===== src/hw/seq_pkg.sv =====
// Purpose: Shared constants and carrier types for the two-wire transfer sequencer host.
// Assumes: 100 MHz clock, 8-bit parallel port to the bus controller device.
// Notes: Control words are the values the device expects on its control port.
package seq_pkg;

  // Control words written with the register-select line high.
  localparam logic [7:0] CTL_SEL_OWN = 8'h00;
  localparam logic [7:0] CTL_SEL_CLOCK = 8'h20;
  localparam logic [7:0] CTL_SEL_STATUS = 8'h40;
  localparam logic [7:0] CTL_START = 8'h4D;
  localparam logic [7:0] CTL_STOP = 8'hC3;
  localparam logic [7:0] CTL_NO_ACK = 8'h48;

  // Status bit position of the active-low bus busy flag.
  localparam int BUSY_BIT = 0;

  // Port access timing: strobe width in ns, rounded up to clock cycles.
  localparam int STROBE_NS = 40;
  localparam int CLK_NS = 10;
  localparam logic [3:0] STROBE_CYC = 4'((STROBE_NS + CLK_NS - 1) / CLK_NS);

  // Table depth and index width.
  localparam int TABLE_DEPTH = 16;
  localparam int IDX_W = 4;

  // APB register byte addresses.
  localparam logic [7:0] REG_CTRL = 8'h00;
  localparam logic [7:0] REG_STATUS = 8'h04;
  localparam logic [7:0] REG_SETUP = 8'h08;
  localparam logic [7:0] REG_TABLE = 8'h0C;

  // Reset values.
  localparam logic [7:0] OWN_ADDR_RESET = 8'h55;
  localparam logic [7:0] CLOCK_RESET = 8'h1C;

  // One access on the device's parallel port.
  typedef struct packed {
    logic sel;
    logic wr;
    logic [7:0] data;
  } port_req_t;

  // Device-side pins driven by the host.
  typedef struct packed {
    logic cs_b;
    logic rd_b;
    logic wr_b;
    logic sel;
    logic [7:0] dout;
    logic doe;
  } dev_pins_t;

endpackage : seq_pkg


===== src/hw/port_access.sv =====
// Purpose: Performs one read or write on the device's 8-bit parallel port.
// Assumes: Device answers within a fixed strobe width; data pins are eight signals.
// Notes: Read data is captured at the end of the strobe.
`timescale 1ns/1ps
module port_access (
  // Clock and reset.
  input wire logic clock_i,
  input wire logic rst_b_i,
  // Request side.
  input wire logic req_i,
  input wire seq_pkg::port_req_t cmd_i,
  output logic done_o,
  output logic [7:0] rdata_o,
  // Device pins.
  input wire logic [7:0] din_i,
  output seq_pkg::dev_pins_t pins_o
);

  logic [3:0] cnt;
  logic busy;
  logic [7:0] din_s1;
  logic [7:0] din_s2;
  logic [7:0] din_s3;
  wire strobe_end = busy && (cnt == seq_pkg::STROBE_CYC);

  // Data pins pass three flops; the late pair must agree before capture.
  always_ff @(posedge clock_i or negedge rst_b_i) begin
    if (!rst_b_i) begin
      din_s1 <= 8'h00;
      din_s2 <= 8'h00;
      din_s3 <= 8'h00;
    end else begin
      din_s1 <= din_i;
      din_s2 <= din_s1;
      din_s3 <= din_s2;
    end
  end

  // Strobe sequencing; the strobe is held long enough for the sync chain.
  always_ff @(posedge clock_i or negedge rst_b_i) begin
    if (!rst_b_i) begin
      busy <= 1'b0;
      cnt <= 4'h0;
      done_o <= 1'b0;
      rdata_o <= 8'h00;
      pins_o <= '{cs_b: 1'b1, rd_b: 1'b1, wr_b: 1'b1, sel: 1'b0, dout: 8'h00, doe: 1'b0};
    end else begin
      done_o <= 1'b0;
      if (!busy && req_i) begin
        busy <= 1'b1;
        cnt <= 4'h0;
        pins_o.cs_b <= 1'b0;
        pins_o.sel <= cmd_i.sel;
        pins_o.rd_b <= cmd_i.wr;
        pins_o.wr_b <= ~cmd_i.wr;
        pins_o.dout <= cmd_i.data;
        pins_o.doe <= cmd_i.wr;
      end else if (strobe_end && (cmd_i.wr || din_s2 == din_s3)) begin
        busy <= 1'b0;
        done_o <= 1'b1;
        rdata_o <= din_s3;
        pins_o.cs_b <= 1'b1;
        pins_o.rd_b <= 1'b1;
        pins_o.wr_b <= 1'b1;
        pins_o.doe <= 1'b0;
      end else if (busy && !strobe_end) begin
        cnt <= cnt + 4'h1;
      end
    end
  end

endmodule : port_access


===== src/hw/transfer_host.sv =====
// Purpose: Host that drives the byte-level two-wire controller through whole transfers.
// Assumes: Device interrupt is active low; the table_pointer address is even so select is bit 0.
// Notes: Software loads the table and count over APB, then starts; done reads back.
//
// Our own choices: the register addresses and the APB interface to the registers.
`timescale 1ns/1ps
module transfer_host (
  // Clock and reset.
  input wire logic clock_i,
  input wire logic rst_b_i,
  // APB slave.
  input wire logic psel_i,
  input wire logic penable_i,
  input wire logic pwrite_i,
  input wire logic [7:0] paddr_i,
  input wire logic [31:0] pwdata_i,
  output logic [31:0] prdata_o,
  output logic pready_o,
  output logic pslverr_o,
  // Device port.
  input wire logic [7:0] dev_din_i,
  input wire logic dev_int_b_i,
  output logic dev_cs_b_o,
  output logic dev_rd_b_o,
  output logic dev_wr_b_o,
  output logic dev_sel_o,
  output logic [7:0] dev_dout_o,
  output logic dev_doe_o
);

  typedef enum {
    ST_INIT_OWN_SEL,
    ST_INIT_OWN,
    ST_INIT_CLK_SEL,
    ST_INIT_CLK,
    ST_IDLE,
    ST_STAT_SEL,
    ST_POLL,
    ST_ADDR,
    ST_LAUNCH,
    ST_WAIT_INT,
    ST_TX_DATA,
    ST_RX_NOACK,
    ST_RX_READ,
    ST_STOP
  } state_t;

  state_t state;
  state_t next_state;
  logic [7:0] table_mem [seq_pkg::TABLE_DEPTH];
  logic [7:0] requested_byte_count;
  logic [7:0] transferred_byte_counter;
  logic [seq_pkg::IDX_W-1:0] table_pointer;
  logic [7:0] target_addr;
  logic [7:0] own_addr;
  logic [7:0] clock_setting;
  logic direction_tx;
  logic transfer_done;
  logic start_req;
  logic issued;
  logic [2:0] int_sync;
  logic int_seen;
  logic prev_high;
  logic [seq_pkg::IDX_W-1:0] wr_idx;
  logic acc_done;
  logic [7:0] acc_rdata;
  seq_pkg::port_req_t cmd;
  seq_pkg::dev_pins_t pins;

  // APB decode; the slave always answers in the first access cycle.
  wire apb_setup = psel_i && !penable_i;
  wire apb_wr = psel_i && penable_i && pwrite_i;
  wire hit_ctrl = paddr_i == seq_pkg::REG_CTRL;
  wire hit_stat = paddr_i == seq_pkg::REG_STATUS;
  wire hit_setup = paddr_i == seq_pkg::REG_SETUP;
  wire hit_table = paddr_i == seq_pkg::REG_TABLE;
  wire hit_any = hit_ctrl || hit_stat || hit_setup || hit_table;
  wire [31:0] rd_mux = hit_stat ? {16'h0000, transferred_byte_counter, 6'h00,
                                   direction_tx, transfer_done} :
                       hit_ctrl ? {24'h000000, target_addr} :
                       hit_setup ? {16'h0000, clock_setting, own_addr} :
                       hit_table ? {24'h000000, table_mem[wr_idx]} : 32'h0000_0000;

  // Software writes. The control word lands only while the sequencer rests, so a
  // write issued in mid-transfer can neither retarget nor restart it.
  wire idle_done = transfer_done && (state == ST_IDLE);
  wire ctrl_load = apb_wr && hit_ctrl && idle_done;
  wire start_load = ctrl_load && pwdata_i[8];
  wire setup_load = apb_wr && hit_setup;
  wire table_load = apb_wr && hit_table;

  // Interrupt pin passes three flops; a level counts once the late pair agree.
  // Only the first agreed low after an agreed high is an event, so a long low
  // pulse can never be taken for two bytes.
  wire int_low = !int_sync[1] && !int_sync[2];
  wire int_high = int_sync[1] && int_sync[2];
  wire int_fall = int_low && prev_high;

  // Counter tests; receive counts ahead by one for the discarded dummy read.
  wire all_done = transferred_byte_counter == requested_byte_count;
  wire last_rx = (transferred_byte_counter + 8'd2) == requested_byte_count;
  wire rx_final = (transferred_byte_counter + 8'd1) == requested_byte_count;

  // Port handshake: one request per access state, re-armed by each completion so
  // that a repeated status poll issues a fresh read instead of stalling.
  wire acc_state = (state != ST_IDLE) && (state != ST_WAIT_INT);
  wire acc_req = acc_state && !issued;

  // Completion events that move the counter, the pointer and the done flag.
  wire begin_seq = (state == ST_IDLE) && (next_state == ST_STAT_SEL);
  wire addr_sent = (state == ST_ADDR) && acc_done;
  wire tx_sent = (state == ST_TX_DATA) && acc_done;
  wire rx_taken = (state == ST_RX_READ) && acc_done;
  wire rx_store = rx_taken && (transferred_byte_counter != 8'h00);
  wire stop_sent = (state == ST_STOP) && acc_done;

  // Command chosen per state; select high addresses control on write, status on read.
  always_comb begin
    cmd = '{sel: 1'b1, wr: 1'b1, data: 8'h00};
    case (state)
      ST_INIT_OWN_SEL: cmd.data = seq_pkg::CTL_SEL_OWN;
      ST_INIT_OWN: cmd = '{sel: 1'b0, wr: 1'b1, data: own_addr};
      ST_INIT_CLK_SEL: cmd.data = seq_pkg::CTL_SEL_CLOCK;
      ST_INIT_CLK: cmd = '{sel: 1'b0, wr: 1'b1, data: clock_setting};
      ST_STAT_SEL: cmd.data = seq_pkg::CTL_SEL_STATUS;
      ST_POLL: cmd = '{sel: 1'b1, wr: 1'b0, data: 8'h00};
      ST_ADDR: cmd = '{sel: 1'b0, wr: 1'b1, data: target_addr};
      ST_LAUNCH: cmd.data = seq_pkg::CTL_START;
      ST_TX_DATA: cmd = '{sel: 1'b0, wr: 1'b1, data: table_mem[table_pointer]};
      ST_RX_NOACK: cmd.data = seq_pkg::CTL_NO_ACK;
      ST_RX_READ: cmd = '{sel: 1'b0, wr: 1'b0, data: 8'h00};
      ST_STOP: cmd.data = seq_pkg::CTL_STOP;
      default: cmd = '{sel: 1'b1, wr: 1'b1, data: 8'h00};
    endcase
  end

  // Next state; each access state leaves once its port access completes, ST_POLL only once the read shows the bus free.
  always_comb begin
    next_state = state;
    case (state)
      // Initialisation after reset: own address first, then the clock byte.
      ST_INIT_OWN_SEL: if (acc_done) next_state = ST_INIT_OWN;
      ST_INIT_OWN: if (acc_done) next_state = ST_INIT_CLK_SEL;
      ST_INIT_CLK_SEL: if (acc_done) next_state = ST_INIT_CLK;
      ST_INIT_CLK: if (acc_done) next_state = ST_IDLE;
      // Sequence: status select, poll until free, address byte, launch.
      ST_IDLE: if (start_req && transfer_done) next_state = ST_STAT_SEL;
      ST_STAT_SEL: if (acc_done) next_state = ST_POLL;
      ST_POLL: if (acc_done && acc_rdata[seq_pkg::BUSY_BIT]) next_state = ST_ADDR;
      ST_ADDR: if (acc_done) next_state = ST_LAUNCH;
      ST_LAUNCH: if (acc_done) next_state = ST_WAIT_INT;
      // Handler entry: the direction flag picks the transmit or the receive path.
      ST_WAIT_INT: begin
        if (int_seen) begin
          if (direction_tx) begin
            next_state = all_done ? ST_STOP : ST_TX_DATA;
          end else begin
            next_state = last_rx ? ST_RX_NOACK : ST_RX_READ;
          end
        end
      end
      // Handler bodies: transmit returns to waiting, no-ack goes on to the read, the read waits again unless the count ends the sequence.
      ST_TX_DATA: if (acc_done) next_state = ST_WAIT_INT;
      ST_RX_NOACK: if (acc_done) next_state = ST_RX_READ;
      ST_RX_READ: begin
        if (acc_done) begin
          next_state = rx_final ? ST_STOP : ST_WAIT_INT;
        end
      end
      ST_STOP: if (acc_done) next_state = ST_IDLE;
      default: next_state = ST_IDLE;
    endcase
  end

  // Port access engine; one request per access state.
  port_access u_port (
    .clock_i(clock_i),
    .rst_b_i(rst_b_i),
    .req_i(acc_req),
    .cmd_i(cmd),
    .done_o(acc_done),
    .rdata_o(acc_rdata),
    .din_i(dev_din_i),
    .pins_o(pins)
  );

  // State, handshake and interrupt event capture.
  always_ff @(posedge clock_i or negedge rst_b_i) begin
    if (!rst_b_i) begin
      state <= ST_INIT_OWN_SEL;
      issued <= 1'b0;
      int_sync <= 3'b111;
      int_seen <= 1'b0;
    end else begin
      state <= next_state;
      int_sync <= {int_sync[1:0], dev_int_b_i};
      issued <= acc_done ? 1'b0 : (issued || acc_req);
      // An event latches until the handler takes it; a new edge in that cycle wins.
      if (int_fall) begin
        int_seen <= 1'b1;
      end else if (state == ST_WAIT_INT && int_seen) begin
        int_seen <= 1'b0;
      end
    end
  end

  // Remember the interrupt pin was high so only the falling edge counts.
  always_ff @(posedge clock_i or negedge rst_b_i) begin
    if (!rst_b_i) begin
      prev_high <= 1'b1;
    end else if (int_high) begin
      prev_high <= 1'b1;
    end else if (int_low) begin
      prev_high <= 1'b0;
    end
  end

  // Counter and pointer; the pointer skips the dummy read so stored bytes start at
  // entry zero. Sixteen entries: longer counts wrap and reuse the table.
  always_ff @(posedge clock_i or negedge rst_b_i) begin
    if (!rst_b_i) begin
      transferred_byte_counter <= 8'h00;
      table_pointer <= '0;
    end else if (begin_seq) begin
      transferred_byte_counter <= 8'h00;
      table_pointer <= '0;
    end else if (tx_sent) begin
      table_pointer <= table_pointer + 1'b1;
      transferred_byte_counter <= transferred_byte_counter + 8'd1;
    end else if (rx_taken) begin
      transferred_byte_counter <= transferred_byte_counter + 8'd1;
      if (rx_store) begin
        table_pointer <= table_pointer + 1'b1;
      end
    end
  end

  // Done flag and start request; done stays high from reset until an address is sent.
  always_ff @(posedge clock_i or negedge rst_b_i) begin
    if (!rst_b_i) begin
      transfer_done <= 1'b1;
      start_req <= 1'b0;
    end else begin
      if (start_load) begin
        start_req <= 1'b1;
      end else if (state == ST_STAT_SEL) begin
        start_req <= 1'b0;
      end
      if (addr_sent) begin
        transfer_done <= 1'b0;
      end else if (stop_sent) begin
        transfer_done <= 1'b1;
      end
    end
  end

  // Table storage: APB writes go to the index, received bytes to the pointer.
  generate
    for (genvar i = 0; i < seq_pkg::TABLE_DEPTH; i++) begin : g_table
      always_ff @(posedge clock_i or negedge rst_b_i) begin
        if (!rst_b_i) begin
          table_mem[i] <= 8'h00;
        end else if (rx_store && table_pointer == i) begin
          table_mem[i] <= acc_rdata;
        end else if (table_load && wr_idx == i) begin
          table_mem[i] <= pwdata_i[7:0];
        end
      end
    end
  endgenerate

  // APB response flops. Read data and the error flag are taken in the setup cycle so
  // they stand in the access cycle, when the master samples them with ready.
  always_ff @(posedge clock_i or negedge rst_b_i) begin
    if (!rst_b_i) begin
      prdata_o <= 32'h0000_0000;
      pready_o <= 1'b0;
      pslverr_o <= 1'b0;
    end else begin
      pready_o <= apb_setup;
      pslverr_o <= apb_setup && !hit_any;
      if (apb_setup && !pwrite_i) begin
        prdata_o <= rd_mux;
      end
    end
  end

  // Software configuration registers.
  always_ff @(posedge clock_i or negedge rst_b_i) begin
    if (!rst_b_i) begin
      target_addr <= 8'h00;
      requested_byte_count <= 8'h00;
      direction_tx <= 1'b1;
      own_addr <= seq_pkg::OWN_ADDR_RESET;
      clock_setting <= seq_pkg::CLOCK_RESET;
      wr_idx <= '0;
    end else begin
      if (ctrl_load) begin
        target_addr <= pwdata_i[7:0];
        direction_tx <= pwdata_i[9];
        // Receive adds one for the dummy first read.
        requested_byte_count <= pwdata_i[9] ? pwdata_i[23:16] : pwdata_i[23:16] + 8'd1;
      end
      if (setup_load) begin
        own_addr <= pwdata_i[7:0];
        clock_setting <= pwdata_i[15:8];
        wr_idx <= pwdata_i[16 +: seq_pkg::IDX_W];
      end
      if (table_load) begin
        wr_idx <= wr_idx + 1'b1;
      end
    end
  end

  // Pins come straight from the access engine's flops.
  assign dev_cs_b_o = pins.cs_b;
  assign dev_rd_b_o = pins.rd_b;
  assign dev_wr_b_o = pins.wr_b;
  assign dev_sel_o = pins.sel;
  assign dev_dout_o = pins.dout;
  assign dev_doe_o = pins.doe;

endmodule : transfer_host


===== config.mk =====
export PLATFORM = sky130hd
export DESIGN_NAME = transfer_host
export DESIGN_NICKNAME = d
export VERILOG_FILES = /design/src/hw/seq_pkg.sv /design/src/hw/port_access.sv /design/src/hw/transfer_host.sv
export SDC_FILE = /design/constraint.sdc
export NUM_CORES = 1
export LEC_CHECK = 0
export BUFFER_PORTS_ARGS = -buffer_cell sky130_fd_sc_hd__buf_4
export CORE_AREA = 2 2 181 183
export DETAILED_ROUTE_END_ITERATION = 12
export DIE_AREA = 0 0 183 185
export PLACE_DENSITY_LB_ADDON = 0.25
export SKIP_LAST_GASP = 1
export SYNTH_ARGS = -nofsm -noshare
export SYNTH_HDL_FRONTEND = slang
export SYNTH_SLANG_ARGS = --single-unit

===== constraint.sdc =====
create_clock -name clock_i -period 7.15 [get_ports clock_i]
set_input_delay 1.43 -clock clock_i [delete_from_list [all_inputs] [get_ports clock_i]]
set_output_delay 1.43 -clock clock_i [all_outputs]
set_load 0.01 [all_outputs]

# Yosys cells after proc, flatten, opt, wreduce, memory -nomap -nowiden
# Index checks and enable logic that the tools add are counted.
# word_totals
reg_bits	302
elab_cells	321
out_inout_bits	47
# classes
reduce_logical	110
bitwise_logic	4
order_cmp	2
add_sub_neg	6
muxes	90
n_eq_ne	62
# op_table
op	count
32-bit 2-to-1 mux	12
32-bit case mux with 12 select lines	1
8-bit 2-to-1 mux	41
32-bit by 4-bit equality test with 1-bit output, second input constant	10
32-bit by 3-bit equality test with 1-bit output, second input constant	4
32-bit by 5-bit equality test with 1-bit output, second input constant	4
8-bit case mux with 9 select lines	1
8-bit binary-select mux with 4-bit select	2
32-bit by 2-bit equality test with 1-bit output, second input constant	2
4-bit equality test, second input constant	16
1-bit logical AND	61
16-bit 2-to-1 mux	3
2-bit nonzero test	23
4-bit by 3-bit equality test with 1-bit output, second input constant	9
4-bit 2-to-1 mux	9
32-bit by 1-bit equality test with 1-bit output, second input constant	1
8-bit equality test	4
32-bit zero test	1
32-bit by 4-bit inequality test with 1-bit output, second input constant	1
32-bit by 5-bit inequality test with 1-bit output, second input constant	1
3-bit 2-to-1 mux	6
8-bit by 1-bit adder with 8-bit output, second input constant	2
4-bit by 2-bit equality test with 1-bit output, second input constant	4
8-bit by 4-bit equality test with 1-bit output, second input constant	2
19 further kinds	54

# Depth between registers and ports, before layout
# Gate-level depths: netlist (run 1).
# logic_depth
depth_word	10
mapped_depth	10

# Cells and area by module
# From an unflattened synthesis (run 1), not the netlist that was laid out.
# unflattened
cells_unflattened	1465
area_unflattened_um2	15696.3
# modules_own_cells
mod	n_inst	area_each_um2	seq_area_each_um2	cells_per_inst
transfer_host	1	13638.1	5896.9	1279
port_access	1	2058.2	1280.0	186

# Worst setup path after synthesis (run 1)
# Ideal clock, no wire load.
# synth_timing
kind	input-to-reg
start	in paddr_i[1]
end	reg table_mem[100] in the netlist's numbering
path_buffers	1
required_ns	7.024
stages	7
arrival_time_ns	3.075
path_slack_ns	3.949
setup_ns	0.126
path_cell_list	nor4_1 nand3_1 nor2_2 buf_4 nand3_2 mux2i_1 a21oi_1
# synth_via
elab_chain_cells	4
# synth_rtl
element	line	rtl
from (decl)	transfer_host.sv:15	input wire logic [7:0] paddr_i,
8-bit by 4-bit equality test with 1-bit output	transfer_host.sv:76	wire hit_table = paddr_i == seq_pkg::REG_TABLE;
1-bit logical AND	transfer_host.sv:90	wire table_load = apb_wr && hit_table;
1-bit logical AND	transfer_host.sv:265	end else if (table_load && wr_idx == i) begin
2-bit nonzero test (no line)	-	
to (signal, indexed assignment)	transfer_host.sv:264	table_mem[i] <= acc_rdata;
to (signal, indexed assignment)	transfer_host.sv:266	table_mem[i] <= pwdata_i[7:0];
to (decl)	transfer_host.sv:50	logic [7:0] table_mem [seq_pkg::TABLE_DEPTH];
# Every way passes these cells.
# A chain may end at the register's enable or synchronous reset.

# Final worst setup path (run 1)
# layout_timing
start	in paddr_i[1]
end	reg table_mem[43] in the netlist's numbering
# The elaborated chain is that of the path after synthesis.

==> results of run 1 <==
metrics by stage:
| step | setup slack, ns | utilization (%) | std cells |
|---|---|---|---|
| floorplan | 3.95 | - | 1440 |
| global placement | 2.58 | 50.4 | 1805 |
| detailed placement | 2.49 | 50.4 | 1805 |
| CTS | 3.04 | 53.9 | 1864 |
| global route | 2.82 | 53.9 | 1864 |
| finish | 2.96 | 53.9 | 1865 |
worst register-to-register path, cell delays in order, from the launching register on:
cell and delay [ns]:
dfrtp_1 0.36, nor4_1 0.31, nand4_1 0.37, or2_1 0.60, nor3_4 0.97, mux2_2 0.42
final timing paths:
check,end,slack (ns),cells past startpoint
worst max-delay path,table_mem[43],2.96,7
worst min-delay path,u_port.din_s2[1],0.35,0
worst max register to register,target_addr[5],4.00,5
worst min register to register,u_port.din_s2[1],0.35,0
max in group asynchronous,table_mem[124],4.74,2
min in group asynchronous,state[29],0.91,1
power by group through the flow:
| stage | logic (W) | registers (W) | clock network (W) |
|---|---|---|---|
| final | 0.000122 | 0.00167 | 0.00172 |
| after global routing | 0.000138 | 0.00167 | 0.00183 |
| after CTS | 0.000126 | 0.00167 | 0.00175 |
| after detailed placement | 0.000125 | 0.00170 | 0 |
| after global placement | 0.000124 | 0.00170 | 0 |
| after floorplan | 0.0000691 | 0.00168 | 0 |
per-layer routing:
metal	wire (µm)	vias to the layer above
li1	-	5046
met1	16400	5520
met2	19100	359
met3	2510	74
met4	927	0
met5	0	-
layout by cell type (no fill, tap or decap), types with 17 or more instances in the layout:
| master | synthesis | layout |
|---|---|---|
| a21oi_1 | 151 | 151 |
| buf_4 | 19 | 83 |
| clkbuf_16 | 0 | 34 |
| conb_1 | 1 | 44 |
| dfrtp_1 | 270 | 268 |
| inv_1 | 30 | 30 |
| mux2_2 | 30 | 30 |
| mux2i_1 | 143 | 143 |
| mux4_2 | 80 | 80 |
| nand2_1 | 59 | 59 |
| nand3_1 | 24 | 24 |
| nand3_2 | 20 | 20 |
| nor2_1 | 181 | 181 |
| nor2b_1 | 17 | 17 |
| o21ai_0 | 36 | 36 |
| xnor2_1 | 30 | 30 |
| xor2_1 | 18 | 18 |
state kept, by name, summed over array words and instances, names as in the netlist, 3 cells and up:
| name | count |
|---|---|
| u_port.pins_o | 13 |
| target_addr | 8 |
| u_port.din_s2 | 8 |
| state | 32 |
| u_port.cnt | 4 |
| table_mem | 128 |
| transferred_byte_counter | 8 |
| table_pointer | 4 |
| u_port.din_s3 | 8 |
| own_addr | 8 |
| u_port.din_s1 | 8 |
| requested_byte_count | 8 |
| int_sync | 3 |
| u_port.rdata_o | 8 |
| clock_setting | 8 |
| prdata_o | 16 |
| wr_idx | 4 |
cells by family after synthesis:
family                     Yosys count  share of synthesized area, %
DFF                                286                          46.5
and+or+nand+nor                    375                          11.9
adders and majority gates           16                          1.30
muxes                              259                          23.6
xor gates and xnor gates            48                          2.72
AOI/OAI and AO/OA                  255                          9.49
other                                1                        0.0243
buffers and inverters              157                          4.49
final cells by class:
type | count | area, µm²
clock inverter | 13 | 140
multi-input combinational | 997 | 7720
fill | 2758 | 14800
antenna | 1 | 2.50
timing repair buffer | 84 | 638
sequential | 286 | 7180
inverter | 30 | 113
clock buffer | 46 | 966
tap | 408 | 510
==> flow_summary.ini, run 1 <==
[timing]
finClkSkew_ns = 0.0230
timing.slew.headroom_pct = 17.3
max_freq_ghz = 0.239
setup_viol = 0
finalCritPeriodShare_pct = 58.6
period_minus_slack_ns = 4.19
maxSlewViolCount = 0
rsz0062_at_grt = no
finalHoldViolations = 0
holdWs_ns = 0.346
tns_ns = 0
worst_pin_slew_ns = 1.23

[place]
place.gp.congestion = 0.896
place_area_um2 = 16200
hpwlAfterDp_um = 27200
port-buffer-count = 76

[critical_path]
crit_slowest_cell = nor2_2
cp.required_ns = 7.53
crit_type = in -> reg
arrival_ns = 4.57
crit_family = simple AND/OR/NAND/NOR gates
startpoint = paddr_i[1]
cp_cell_sequence = buf_4, nor4_1, nand3_1, nor2_2, nand3_1, mux2i_1, a21oi_1
timing.rr.start = state[12]
max_stage_delay_ns = 0.83
worstSetupStartpointType = primary input
crit_fanout = 16
crit_top_cell = nand3_1
cp-end-kind = flop
critPathBufInv = 1

[global_routing]
antenna_found_initial = 2
top_usage_layer = met2
grtUsageMet2_pct = 39.3
grtUsageMet1_pct = 32.2
first_global_vias = 10648
grt_max_degree = 88
grt_use_met3_pct = 3.83
grt_overflow_total = 0
track_usage_pct = 23.6
grt_pass1_wl_um = 61700

[cts]
cts_setup_buffers = 0
cts_tree = built
clk_latency_ns = 0.53
clk_transition_reported_paths_ns = 0.06
h-tree-depth = 2
cts_buffers = 34
cts.repair.resized = 0
root_buffer = clkbuf_16
postCtsHoldBufs = 0
clock_path_buffers = 3
clock_sinks = 286

[synthesis]
synth_cells = 1397
ys_warn_count = 0
ys_seq_area_share_pct = 46.5
synth_area_um2 = 15400
synthTopCellsByArea = dfrtp_1 44%, mux4_2 12%, mux2i_1 9.3%
synth_edf_count = 0
yosysUniqueCellTypes = 63
synth_seq_cells = 286
postSynthAreaPerCell_um2 = 11.0
async_flop_share_pct = 100
synth_top_area_share_pct = 43.8
yosysMostFrequentCell = dfrtp_1
yosys.area.top_type = dfrtp_1
synth_commonest_cells = 270 x dfrtp_1, 181 x nor2_1, 151 x a21oi_1
synthFlopType = dfrtp_1

[die]
rows = 66
die_h_um = 185
core_um2 = 32000
start_util_pct = 48.2
die_area_um2 = 33900
die_w_um = 183
io_pins = 101

[layout]
final_area_um2 = 17300
layout-drive-gt1-share_pct = 20.3
fin_nets = 1503
area_growth_syn_to_layout_pct = 11.9

[power]
power_w = 0.00351
p_per_area_nw_per_um2 = 203
p_int_w = 0.00271
switching_share_pct = 22.8
ir_worst_vdd_uv = 224
switchingPower_w = 0.000798
leakagePower_nw = 7.42
pwr-share-comb_pct = 3.5
p_clk_share_pct = 49.0
seqPwrFrac_pct = 47.6

[drt]
firstDrtPassIters = 5
vias = 10999
routedWlPerCell_um = 20.9
drc = 0
ant_nets = 0
viasPerCell = 5.90
drtIter0Drc = 939
wirelength_um = 39000

[hold_path]
hold_path_class = reg -> reg
min_from = u_port.din_s1[1]

[job]
maxCapViolCount = 0

[status]
status = completed
No activity file was read; power rests on OpenSTA's default activity.
==> run 2, diff against run 1 <==
--- a/config.mk
+++ b/config.mk
@@ -5,10 +5,11 @@
 export SDC_FILE = /design/constraint.sdc
 export NUM_CORES = 1
 export LEC_CHECK = 0
+export ABC_AREA = 1
 export BUFFER_PORTS_ARGS = -buffer_cell sky130_fd_sc_hd__buf_4
-export CORE_AREA = 2 2 181 183
+export CORE_AREA = 2 2 187 189
 export DETAILED_ROUTE_END_ITERATION = 12
-export DIE_AREA = 0 0 183 185
+export DIE_AREA = 0 0 189 191
 export PLACE_DENSITY_LB_ADDON = 0.25
 export SKIP_LAST_GASP = 1
 export SYNTH_ARGS = -nofsm -noshare
==> constraint.sdc (replaced) <==
create_clock -name clock_i -period 4.3 [get_ports clock_i]
set_input_delay 0.86 -clock clock_i [delete_from_list [all_inputs] [get_ports clock_i]]
set_output_delay 0.86 -clock clock_i [all_outputs]
set_load 0.01 [all_outputs]
==> run 2 against run 1 <==
Net effect:
- count of clock-buffer cells in the layout increased by 1
- global-route usage is 7.2 points higher
- non-clock buffer count grew 21
- hold slack got worse by 0.0039 ns
- sequential share of layout area decreased by 3.1 points
- critical endpoint is now transferred_byte_counter[2]
- critical path type is now reg -> reg
- worst setup slack lost 1.7 ns
- combinational power rose to 3.1 times the previous value
==> flow_summary.ini, run 2 <==
[status]
status = completed

[synthesis]
synth_edf_count = 0
yosysMostFrequentCell = nand2_1
synth_commonest_cells = 537 x nand2_1, 487 x nand3_1, 270 x dfrtp_1
synth_top_area_share_pct = 40.9
yosys.area.top_type = dfrtp_1
synth_area_um2 = 16500
synthFlopType = dfrtp_1
synth_cells = 2307
synthTopCellsByArea = dfrtp_1 41%, nand3_1 15%, nand2_1 12%
ys_warn_count = 0
ys_seq_area_share_pct = 43.4
async_flop_share_pct = 100
yosysUniqueCellTypes = 40
postSynthAreaPerCell_um2 = 7.17
synth_seq_cells = 286

[timing]
worst_pin_slew_ns = 1.11
finClkSkew_ns = 0.0143
maxSlewViolCount = 0
holdWs_ns = 0.343
finalCritPeriodShare_pct = 69.9
timing.slew.headroom_pct = 26.3
max_freq_ghz = 0.333
finalHoldViolations = 0
setup_viol = 0
tns_ns = 0
rsz0062_at_grt = no
period_minus_slack_ns = 3.01

[hold_path]
hold_path_class = in -> async

[critical_path]
crit_top_cell = nand2_1
arrival_ns = 3.44
critPathBufInv = 2
crit_family = simple AND/OR/NAND/NOR gates
r2r_slack_ns = 1.29
max_stage_delay_ns = 0.67
crit_slowest_cell = nand3b_1
worstSetupStartpointType = flop
cp-end-kind = flop
crit_path_end = transferred_byte_counter[2]
startpoint = state[17]
cp_cell_sequence = inv_1, nand2_1, nor2_1, nand2_1, nor2_4, nand3_1, inv_1, nand2_1, nand3b_1, nand4_1, o21ai_0
r2r-end = transferred_byte_counter[2]
crit_type = reg -> reg
crit_fanout = 16
cp.required_ns = 4.73
reg2reg_depth = 11
path_depth = 11
timing.rr.start = state[17]

[place]
port-buffer-count = 76
place.gp.congestion = 1.01
dp.cells = 2773
hpwlAfterDp_um = 37600

[cts]
clk_transition_reported_paths_ns = 0.06
cts_setup_buffers = 0
cts_buffers = 34
clock_path_buffers = 3
cts_tree = built
clock_sinks = 286
clk_latency_ns = 0.53
cts.repair.resized = 0
root_buffer = clkbuf_16
postCtsHoldBufs = 0
h-tree-depth = 2

[layout]
fin_cells = 2833
largest_reg_flops = 128
final_core_utilization_pct = 54.7
regMostFlops = table_mem
fin_nets = 2424
layout_common_cells = 537 x nand2_1, 487 x nand3_1, 269 x dfrtp_1
layout-drive-gt1-share_pct = 10.3
num_antenna_cells = 0
area_growth_syn_to_layout_pct = 12.8
reg_top3 = table_mem x128, state x32, prdata_o x16
final_common_cell = nand2_1

[drt]
drtIter0Drc = 1874
vias = 16490
drc = 0
viasPerCell = 5.82
wirelength_um = 55800
firstDrtPassIters = 6
ant_nets = 0
routedWlPerCell_um = 19.7

[power]
leakagePower_nw = 8.86
p_per_area_nw_per_um2 = 335
power_w = 0.00626
ir_worst_vdd_uv = 345

[global_routing]
first_global_vias = 15327
antenna_found_initial = 0
grt_max_degree = 103
grt_pass1_wl_um = 86100
grt_overflow_total = 0
track_usage_pct = 30.8

[die]
die_w_um = 189
io_pins = 101
die_h_um = 191
core_um2 = 34100
rows = 68
start_util_pct = 48.5
die_area_um2 = 36100

[job]
maxCapViolCount = 0
==> run 2: cell types whose count changed after synthesis, sizes merged, moves of 28 or more <==
cell | before | now
mux2i | 143 | 1
clkbuf | 57 | 85
a21oi | 151 | 102
nand2 | 59 | 554
nand3 | 44 | 487
inv | 30 | 212
o21ai | 40 | 208
mux2 | 36 | 6
mux4 | 80 | 0
==> run 2: worst min path at each step <==
stage,cells past startpoint,slack (ns),to,from
floorplan,0,0.33,u_port.din_s2[0],u_port.din_s1[0]
global placement,0,0.33,u_port.din_s2[6],u_port.din_s1[6]
detailed placement,0,0.34,u_port.din_s2[3],u_port.din_s1[3]
CTS,0,0.35,u_port.din_s2[3],u_port.din_s1[3]
global route,0,0.35,u_port.din_s2[3],u_port.din_s1[3]
finish,1,0.34,transferred_byte_counter[6],rst_b_i
==> run 2: routing by layer <==
| layer | GRT usage (%) | vias up | wire length (µm) | share of wire (%) |
|---|---|---|---|---|
| met5 | 0 | - | 0 | 0 |
| met4 | 15.8 | 0 | 3100 | 5.6 |
| met3 | 5.20 | 196 | 5080 | 9.1 |
| met2 | 49.1 | 834 | 25500 | 46 |
| met1 | 40.4 | 7787 | 22100 | 40 |
| li1 | - | 7673 | - | - |
==> run 2: final cells by class <==
cell class	instances	area [µm²]
inverter	218	818
clock inverter	13	209
timing repair buffer	105	821
multi-input combinational	1709	8100
tap	455	569
fill	3283	15500
clock buffer	47	971
sequential	286	7180
==> run 2: logic make-up (layout without fill, tap and decap cells) <==
family	count (synthesis)	count (layout)	synth area share, %
flops	286	286	43.4
mux	7	7	0.469
fa+ha+maj	16	16	1.21
buf+inv	355	383	8.63
xor+xnor	27	27	1.43
other cells	1	44	0.0227
compound gates	339	339	10.7
simple gates	1276	1276	34.1
==> run 2: through the flow <==
| stage | setup WS [ns] | area [µm²] |
|---|---|---|
| 2_1_floorplan | 1.92 | 16700 |
| 3_3_place_gp | 1.04 | 17500 |
| 3_5_place_dp | 0.984 | 17500 |
| 4_1_cts | 1.26 | 18700 |
| 5_1_grt | 0.988 | 18700 |
| 6_report | 1.29 | 18700 |
==> run 2: where the power goes <==
part           leakage, nW  internal (W)  switching (W)
registers             3.07       0.00275      0.0000664
logic                 5.21      0.000115       0.000266
clock network        0.584       0.00189        0.00118
